[config.mk]
export PLATFORM = sky130hd
export DESIGN_NAME = asp_top
export DESIGN_NICKNAME = d
export VERILOG_FILES = /design/src/asp_fifo.v /design/src/asp_top.v
export VERILOG_INCLUDE_DIRS = /design/src /design/src/src
export SDC_FILE = /design/constraint.sdc
export NUM_CORES = 1
export LEC_CHECK = 0
export BUFFER_PORTS_ARGS = -buffer_cell sky130_fd_sc_hd__buf_4
export CORE_ASPECT_RATIO = 0.75
export CORE_MARGIN = 2
export CORE_UTILIZATION = 55
export DETAILED_ROUTE_END_ITERATION = 12
export HOLD_SLACK_MARGIN = 0.06
export PLACE_DENSITY = 0.79
export SKIP_CTS_REPAIR_TIMING = 1
export SKIP_LAST_GASP = 1
export SLEW_MARGIN = 20
export SYNTH_ARGS = -nofsm -noshare
export SYNTH_HDL_FRONTEND = slang
export SYNTH_SLANG_ARGS = --single-unit
[constraint.sdc]
create_clock -name I_CORE_CLK -period 3.4 [get_ports I_CORE_CLK]
set_input_delay 0.51 -clock I_CORE_CLK [delete_from_list [all_inputs] [get_ports I_CORE_CLK]]
set_output_delay 0.51 -clock I_CORE_CLK [all_outputs]
set_load 0.02 [all_outputs]
[src/asp_defines.vh]
// Constants for the converter serial port and latch pin block.
// Assumes inclusion by bare name from design files under src/.
`ifndef ASP_DEFINES_VH
`define ASP_DEFINES_VH

// ==========================================================
// Word sizes and buffer depth
`define ASP_CMD_BITS 8
`define ASP_WORD_BITS 24
`define ASP_FIFO_DEPTH 32

// ==========================================================
// Configuration register fields and reset value
`define ASP_CFG_RESET 24'h00_0000
`define ASP_CFG_ALATCH_LO 22
`define ASP_CFG_DLATCH_LO 18
`define ASP_CFG_POLARITY 10

// ==========================================================
// Command bytes
`define ASP_CMD_NULL 8'h00
`define ASP_CMD_WR_CFG 8'h03
`define ASP_CMD_RD_CFG 8'h0B
`define ASP_CMD_CONT 8'hA0

`endif

[src/asp_fifo.v]
// Word FIFO with registered read data and valid/ready on both sides.
// Assumes one clock and an asynchronous active-low reset.
`timescale 1ns/100ps
`default_nettype none

module asp_fifo #(
	parameter WIDTH = 24,
	parameter DEPTH = 32,
	parameter AW = 5
) (
	// Clock and reset
	input wire i_clk,
	input wire i_arst_n,
	// Fill side
	input wire [WIDTH-1:0] i_wr_data,
	input wire i_wr_valid,
	output reg o_wr_ready,
	// Drain side
	output reg [WIDTH-1:0] o_rd_data,
	output reg o_rd_valid,
	input wire i_rd_ready
);
	reg [WIDTH-1:0] mem [0:DEPTH-1];
	reg [AW-1:0] wr_ptr;
	reg [AW-1:0] rd_ptr;
	reg [AW:0] cnt;
	wire push = i_wr_valid & o_wr_ready;
	// Output stage refills when empty or being drained
	wire load = (cnt != {(AW+1){1'b0}}) & (~o_rd_valid | i_rd_ready);
	wire [AW:0] next_cnt = cnt + {{AW{1'b0}}, push} - {{AW{1'b0}}, load};

	// ==========================================================
	// Storage; no reset so it maps onto plain memory
	always @(posedge i_clk) begin
		if (push) begin
			mem[wr_ptr] <= i_wr_data;
		end
	end

	// ==========================================================
	// Pointers, fill count and registered read stage
	always @(posedge i_clk or negedge i_arst_n) begin
		if (!i_arst_n) begin
			wr_ptr <= {AW{1'b0}};
			rd_ptr <= {AW{1'b0}};
			cnt <= {(AW+1){1'b0}};
			o_wr_ready <= 1'b0;
			o_rd_valid <= 1'b0;
			o_rd_data <= {WIDTH{1'b0}};
		end else begin
			if (push) begin
				wr_ptr <= wr_ptr + {{(AW-1){1'b0}}, 1'b1};
			end
			if (load) begin
				rd_ptr <= rd_ptr + {{(AW-1){1'b0}}, 1'b1};
				o_rd_data <= mem[rd_ptr];
				o_rd_valid <= 1'b1;
			end else if (i_rd_ready) begin
				o_rd_valid <= 1'b0;
			end
			cnt <= next_cnt;
			// Ready is a flop fed from the next count so the source sees full with no lag
			o_wr_ready <= (next_cnt < DEPTH[AW:0]);
		end
	end

endmodule // asp_fifo
`default_nettype wire

[src/asp_top.v]
// Serial port and latch pins of a delta-sigma converter, device side.
// Assumes chip select, serial clock and serial input arrive from a host
// on another clock; conversion words arrive from on-chip logic.
`timescale 1ns/100ps
`default_nettype none
`include "asp_defines.vh"

module asp_top #(
	parameter WORD_BITS = `ASP_WORD_BITS,
	parameter FIFO_DEPTH = `ASP_FIFO_DEPTH
) (
	// Clock and reset
	input wire I_CORE_CLK,
	input wire I_ARST_N,
	// Host serial pins
	input wire I_CS_N,
	input wire I_SCLK,
	input wire I_SERIAL_IN,
	output reg O_SERIAL_OUT,
	output reg O_SERIAL_OUT_OE_N,
	// Conversion words from the filter
	input wire [WORD_BITS-1:0] I_CONV_DATA,
	input wire I_CONV_VALID,
	output wire O_CONV_READY,
	// Latch pins
	output reg O_ANALOG_LATCH_OUT_0,
	output reg O_ANALOG_LATCH_OUT_1,
	output reg O_DIGITAL_LATCH_OUT_0,
	output reg O_DIGITAL_LATCH_OUT_1,
	output reg O_DIGITAL_LATCH_OUT_2,
	output reg O_DIGITAL_LATCH_OUT_3,
	// Status
	output reg O_UNIPOLAR,
	output reg O_CONT_MODE,
	output reg [WORD_BITS-1:0] O_CFG
);
	// ==========================================================
	// Port states, one-hot
	localparam [4:0] ST_CMD = 5'b0_0001;
	localparam [4:0] ST_WR = 5'b0_0010;
	localparam [4:0] ST_RD = 5'b0_0100;
	localparam [4:0] ST_FLAG = 5'b0_1000;
	localparam [4:0] ST_DATA = 5'b1_0000;
	localparam [4:0] CNT_CMD_LAST = 5'h07;
	localparam [4:0] CNT_WORD_LAST = 5'h17;

	// Synchronisers and edge finder
	reg cs_q1;
	reg cs_q2;
	reg sclk_q1;
	reg sclk_q2;
	reg sclk_q3;
	reg sdi_q1;
	reg sdi_q2;
	// Port state
	reg [4:0] state;
	reg [4:0] bit_cnt;
	reg [WORD_BITS-1:0] in_sh;
	reg [WORD_BITS-1:0] out_sh;
	reg [WORD_BITS-1:0] cfg;
	reg cont;
	// FIFO drain side
	wire [WORD_BITS-1:0] fifo_data;
	wire fifo_valid;
	reg fifo_pop;

	wire sel = ~cs_q2;
	// Edges count only while selected
	wire rise = sel & sclk_q2 & ~sclk_q3;
	wire fall = sel & ~sclk_q2 & sclk_q3;
	wire [7:0] cmd_byte = {in_sh[6:0], sdi_q2};

	// ==========================================================
	// Command decode, used from the idle and flag states
	function [4:0] cmd_state;
		input [7:0] cmd;
		begin
			if (cmd == `ASP_CMD_WR_CFG) begin
				cmd_state = ST_WR;
			end else if (cmd == `ASP_CMD_RD_CFG) begin
				cmd_state = ST_RD;
			end else begin
				cmd_state = ST_CMD;
			end
		end
	endfunction

	// ==========================================================
	// Two-stage synchronisers; stage two feeds logic, plus a third serial clock stage for the edge finder
	always @(posedge I_CORE_CLK or negedge I_ARST_N) begin
		if (!I_ARST_N) begin
			cs_q1 <= 1'b1;
			cs_q2 <= 1'b1;
			sclk_q1 <= 1'b0;
			sclk_q2 <= 1'b0;
			sclk_q3 <= 1'b0;
			sdi_q1 <= 1'b0;
			sdi_q2 <= 1'b0;
		end else begin
			cs_q1 <= I_CS_N;
			cs_q2 <= cs_q1;
			sclk_q1 <= I_SCLK;
			sclk_q2 <= sclk_q1;
			sclk_q3 <= sclk_q2;
			sdi_q1 <= I_SERIAL_IN;
			sdi_q2 <= sdi_q1;
		end
	end

	// ==========================================================
	// Conversion word buffer between filter and port
	asp_fifo #(
		.WIDTH(WORD_BITS),
		.DEPTH(FIFO_DEPTH),
		.AW(5)
	) u_fifo (
		.i_clk(I_CORE_CLK),
		.i_arst_n(I_ARST_N),
		.i_wr_data(I_CONV_DATA),
		.i_wr_valid(I_CONV_VALID),
		.o_wr_ready(O_CONV_READY),
		.o_rd_data(fifo_data),
		.o_rd_valid(fifo_valid),
		.i_rd_ready(fifo_pop)
	);

	// ==========================================================
	// Port state machine
	always @(posedge I_CORE_CLK or negedge I_ARST_N) begin
		if (!I_ARST_N) begin
			state <= ST_CMD;
			bit_cnt <= 5'h00;
			in_sh <= {WORD_BITS{1'b0}};
			out_sh <= {WORD_BITS{1'b0}};
			cfg <= `ASP_CFG_RESET;
			cont <= 1'b0;
			fifo_pop <= 1'b0;
		end else begin
			fifo_pop <= 1'b0;
			if (!sel) begin
				// Frame ends with chip select; a pending flag survives
				bit_cnt <= 5'h00;
				if (state != ST_FLAG) begin
					state <= ST_CMD;
				end
			end
			case (state)
				ST_CMD: begin
					if (rise) begin
						in_sh <= {in_sh[WORD_BITS-2:0], sdi_q2};
						bit_cnt <= bit_cnt + 5'h01;
						if (bit_cnt == CNT_CMD_LAST) begin
							bit_cnt <= 5'h00;
							state <= cmd_state(cmd_byte);
							if (cmd_byte == `ASP_CMD_RD_CFG) begin
								out_sh <= cfg;
							end
							if (cmd_byte == `ASP_CMD_CONT) begin
								cont <= 1'b1;
							end
						end
					end else if (cont && fifo_valid && !fifo_pop &&
						bit_cnt == 5'h00) begin
						// Take a finished word and raise the ready flag
						out_sh <= fifo_data;
						fifo_pop <= 1'b1;
						state <= ST_FLAG;
					end
				end
				ST_FLAG: begin
					if (rise) begin
						in_sh <= {in_sh[WORD_BITS-2:0], sdi_q2};
						bit_cnt <= bit_cnt + 5'h01;
						if (bit_cnt == CNT_CMD_LAST) begin
							bit_cnt <= 5'h00;
							if (cmd_byte == `ASP_CMD_NULL) begin
								state <= ST_DATA;
							end else begin
								// Any real command taken at the flag leaves continuous mode
								cont <= 1'b0;
								state <= cmd_state(cmd_byte);
								if (cmd_byte == `ASP_CMD_RD_CFG) begin
									out_sh <= cfg;
								end
							end
						end
					end
				end
				ST_WR: begin
					if (rise) begin
						in_sh <= {in_sh[WORD_BITS-2:0], sdi_q2};
						bit_cnt <= bit_cnt + 5'h01;
						if (bit_cnt == CNT_WORD_LAST) begin
							bit_cnt <= 5'h00;
							cfg <= {in_sh[WORD_BITS-2:0], sdi_q2};
							state <= ST_CMD;
						end
					end
				end
				ST_RD, ST_DATA: begin
					if (fall) begin
						out_sh <= {out_sh[WORD_BITS-2:0], 1'b0};
					end
					if (rise) begin
						bit_cnt <= bit_cnt + 5'h01;
						if (bit_cnt == CNT_WORD_LAST) begin
							bit_cnt <= 5'h00;
							state <= ST_CMD;
						end
					end
				end
				default: begin
					state <= ST_CMD;
				end
			endcase
		end
	end

	// ==========================================================
	// Serial output and its enable, low enable drives the pin
	always @(posedge I_CORE_CLK or negedge I_ARST_N) begin
		if (!I_ARST_N) begin
			O_SERIAL_OUT <= 1'b1;
			O_SERIAL_OUT_OE_N <= 1'b1;
		end else begin
			O_SERIAL_OUT_OE_N <= cs_q2;
			if (state == ST_FLAG) begin
				O_SERIAL_OUT <= 1'b0;
			end else if ((state == ST_RD || state == ST_DATA) && fall) begin
				// MSB leaves on the first falling edge of the word
				O_SERIAL_OUT <= out_sh[WORD_BITS-1];
			end else if (state == ST_CMD || state == ST_WR) begin
				O_SERIAL_OUT <= 1'b1;
			end
		end
	end

	// ==========================================================
	// Latch pins and status, one cycle after the write lands
	always @(posedge I_CORE_CLK or negedge I_ARST_N) begin
		if (!I_ARST_N) begin
			O_ANALOG_LATCH_OUT_0 <= 1'b0;
			O_ANALOG_LATCH_OUT_1 <= 1'b0;
			O_DIGITAL_LATCH_OUT_0 <= 1'b0;
			O_DIGITAL_LATCH_OUT_1 <= 1'b0;
			O_DIGITAL_LATCH_OUT_2 <= 1'b0;
			O_DIGITAL_LATCH_OUT_3 <= 1'b0;
			O_UNIPOLAR <= 1'b0;
			O_CONT_MODE <= 1'b0;
			O_CFG <= `ASP_CFG_RESET;
		end else begin
			O_ANALOG_LATCH_OUT_0 <= cfg[`ASP_CFG_ALATCH_LO];
			O_ANALOG_LATCH_OUT_1 <= cfg[`ASP_CFG_ALATCH_LO+1];
			O_DIGITAL_LATCH_OUT_0 <= cfg[`ASP_CFG_DLATCH_LO];
			O_DIGITAL_LATCH_OUT_1 <= cfg[`ASP_CFG_DLATCH_LO+1];
			O_DIGITAL_LATCH_OUT_2 <= cfg[`ASP_CFG_DLATCH_LO+2];
			O_DIGITAL_LATCH_OUT_3 <= cfg[`ASP_CFG_DLATCH_LO+3];
			// Set selects unipolar coding, clear selects bipolar
			O_UNIPOLAR <= cfg[`ASP_CFG_POLARITY];
			O_CONT_MODE <= cont;
			O_CFG <= cfg;
		end
	end

endmodule // asp_top
`default_nettype wire

==> summary.txt <==
N_diodes: 0
Final hold violations: 0
Kind of critical path: flop to flop
Ys Warns: 0
Mapped Area: 36,100 um^2
Fin util: 62.76%
Area post-placement: 37,860 um^2
Area leader, netlist: edfxtp_1
Post-route ant nets: 0
Vias per cell: 6.481
Max-Cap Viols: 0
Count leader, synth: edfxtp_1
Hold crit path type: input port to flop
Chip width: 299.8 um
Outcome: finished clean
Tcrit/Tclk final: 74.51%
Leakage: 13.57 nW
Total I/O pin count: 65
Fin. max-slew vios: 0
Layout cell share with drive strength beyond 1: 23.44%
Initial antenna violation count: 0
Critical path arrival: 3090 ps
Residual DRC: 0
Peak fanout along the critical path: 34
RSZ-0062 raised after global routing: no
Avg Inst Size Synth: 18.13 um^2
DRT Wirelength: 83,640 um
Syn Nets: 2,037
Fin crit period: 2533 ps
GRT Resource Usage Total: 24.95%
Slew HR: 38.40%
Synth Instances: 1,991
DIE AREA: 67,720 um^2
Design Power: 23.44 mW
Routability cong.: 0.8683
Peak supply drop: 0.6801 mV
CTS tree: built
DR vias: 19,600
Final setup fails: 0
Wirelength per Cell: 27.65 um
Buffers on Ports: 64
Clk Latency, worst-skew pair: 650 ps
Vias in the first global route: 19,780
Setup TNS: 0 ps
Design area: 40,840 um^2
Clock transition at path regs: 60 ps
Setup Skew: 31.02 ps
CTS Buffer Depth: 3
CP Launch Type: flop
Dpl cells: 2,866
Clock sink total: 927
Synth top area share: 63.89%
Most area-consuming cells after synthesis: edfxtp_1 (64%), dfrtp_1 (11%), mux4_2 (6.0%)
Power Density: 574.0 nW/um^2
Core area: 65,060 um^2
Die Ht: 225.9 um
Fin cells: 3,025
H-tree depth: 3
Synth cell count leaders: edfxtp_1 (768), dfrtp_1 (154), mux2i_1 (147)
Area Growth Syn to Fin: 13.13%
Congestion Overflow GR: 0
Fraction of registers with async set or reset after synthesis: 17.15%
Distinct cells, synth: 67
DR pass1 iterations: 5
Top_reg_cell synth: edfxtp_1
Seq/Total Area, Yosys: 74.93%
Post-layout nets: 2,131
Worst Max-Slew Pin Slew: 921.1 ps
Post-DP HPWL: 50,130 um
Number of buffers created by CTS: 84
Initial Utilization: 55.48%
Worst EP required: 3960 ps
Global-route wire length before repair: 125,800 um
FMAX: 0.3947 GHz
FP Rows: 81
Post-synth EDFFs: 768
Root Buffer: clkbuf_16
Largest net degree at the start of global routing: 63
Seq cells post-synth: 927
Initial drt markers: 2,593
Crit end category: flop
==> where the power goes <==
group	leakage (nW)	switching [mW]	total, mW	internal (mW)
registers	8.94	0.164	12.7	12.5
logic	3.19	0.465	0.751	0.286
clock network	1.43	4.11	10.0	5.91
total	13.6	4.74	23.4	18.7
==> stage by stage <==
step,setup WS [ps],hold WS [ps]
3_3_place_gp,821.4,334.8
5_1_grt,686.8,280.6
2_1_floorplan,756.9,214.4
6_report,866.7,298.5
3_5_place_dp,881.3,342.6
4_1_cts,866.5,-144.8
==> path summary, 6_finish.rpt <==
check	to	slack (ps)	cells past startpoint	startpoint
min in group asynchronous	O_CFG[18]$_DFF_PN0_	440	2	I_ARST_N
worst max-delay path	u_fifo.o_rd_data[18]$_DFFE_PN0P_	870	7	u_fifo.rd_ptr[1]$_DFFE_PN0P_
worst min register to register	sdi_q2$_DFF_PN0_	350	0	sdi_q1$_DFF_PN0_
worst min-delay path	u_fifo.mem[1][20]$_DFFE_PP_	300	1	I_CONV_DATA[20]
worst max register to register	u_fifo.o_rd_data[18]$_DFFE_PN0P_	870	7	u_fifo.rd_ptr[1]$_DFFE_PN0P_
max in group asynchronous	u_fifo.cnt[0]$_DFF_PN0_	2140	3	I_ARST_N
==> logic make-up (layout without fill, tap and decap cells) <==
group | Yosys count | in the layout | share of synthesized area (%)
multiplexers | 312 | 312 | 12.22
flip-flops | 927 | 927 | 74.93
buffers and inverters | 173 | 336 | 2.031
adder cells (fa/ha/maj) | 16 | 16 | 0.5754
AO/OA/AOI/OAI | 328 | 328 | 6.721
XOR/XNOR | 16 | 16 | 0.3882
AND/OR/NAND/NOR | 219 | 219 | 3.137
==> cell type report <==
class / instances / area (um^2)
Clock buffer: 110 / 2367
Clock inverter: 45 / 573.1
Fill cell: 4306 / 24230
Inverter: 44 / 165.2
Multi-Input combinational cell: 891 / 8416
Sequential cell: 927 / 27060
Tap cell: 871 / 1090
Timing Repair Buffer: 137 / 1167
==> critical path, cell delays in order, from the launching register on <==
cell	delay (ps)
dfrtp_4	680
buf_4	550
buf_4	350
mux2i_1	120
a22oi_1	250
o211ai_1	150
o2bb2ai_1	160
a31oi_1	140
==> state kept, by name, summed over array words and instances (netlist names), 5 cells and up <==
name,flops
state,5
u_fifo.rd_ptr,5
cfg,24
u_fifo.o_rd_data,24
out_sh,24
u_fifo.wr_ptr,5
u_fifo.mem,768
u_fifo.cnt,6
bit_cnt,5
O_CFG,23
in_sh,23
==> layer usage <==
metal	global-route usage [%]	vias to the layer above	part of all wire (%)
met5	0	-	0
met4	6.984	0	2.6
met3	4.752	152	8.8
met2	39.48	1131	48
met1	35.91	10170	41
li1	-	8156	-
==> cell usage in the layout, fill, tap and decap left out, types with 24 or more instances in the layout <==
cell type / instances
a211oi_1: 24
a21oi_1: 30
a221o_1: 24
a221oi_1: 24
a22o_1: 25
a22oi_1: 24
buf_4: 122
clkbuf_16: 89
dfrtp_1: 150
edfxtp_1: 768
inv_1: 43
mux2_2: 69
mux2i_1: 147
mux4_2: 96
nand2_1: 43
nand3_1: 52
nor2_2: 33
o211ai_1: 47
o21ai_0: 35
o22ai_1: 26
or2_2: 25
No activity file was read; power rests on OpenSTA's default activity.
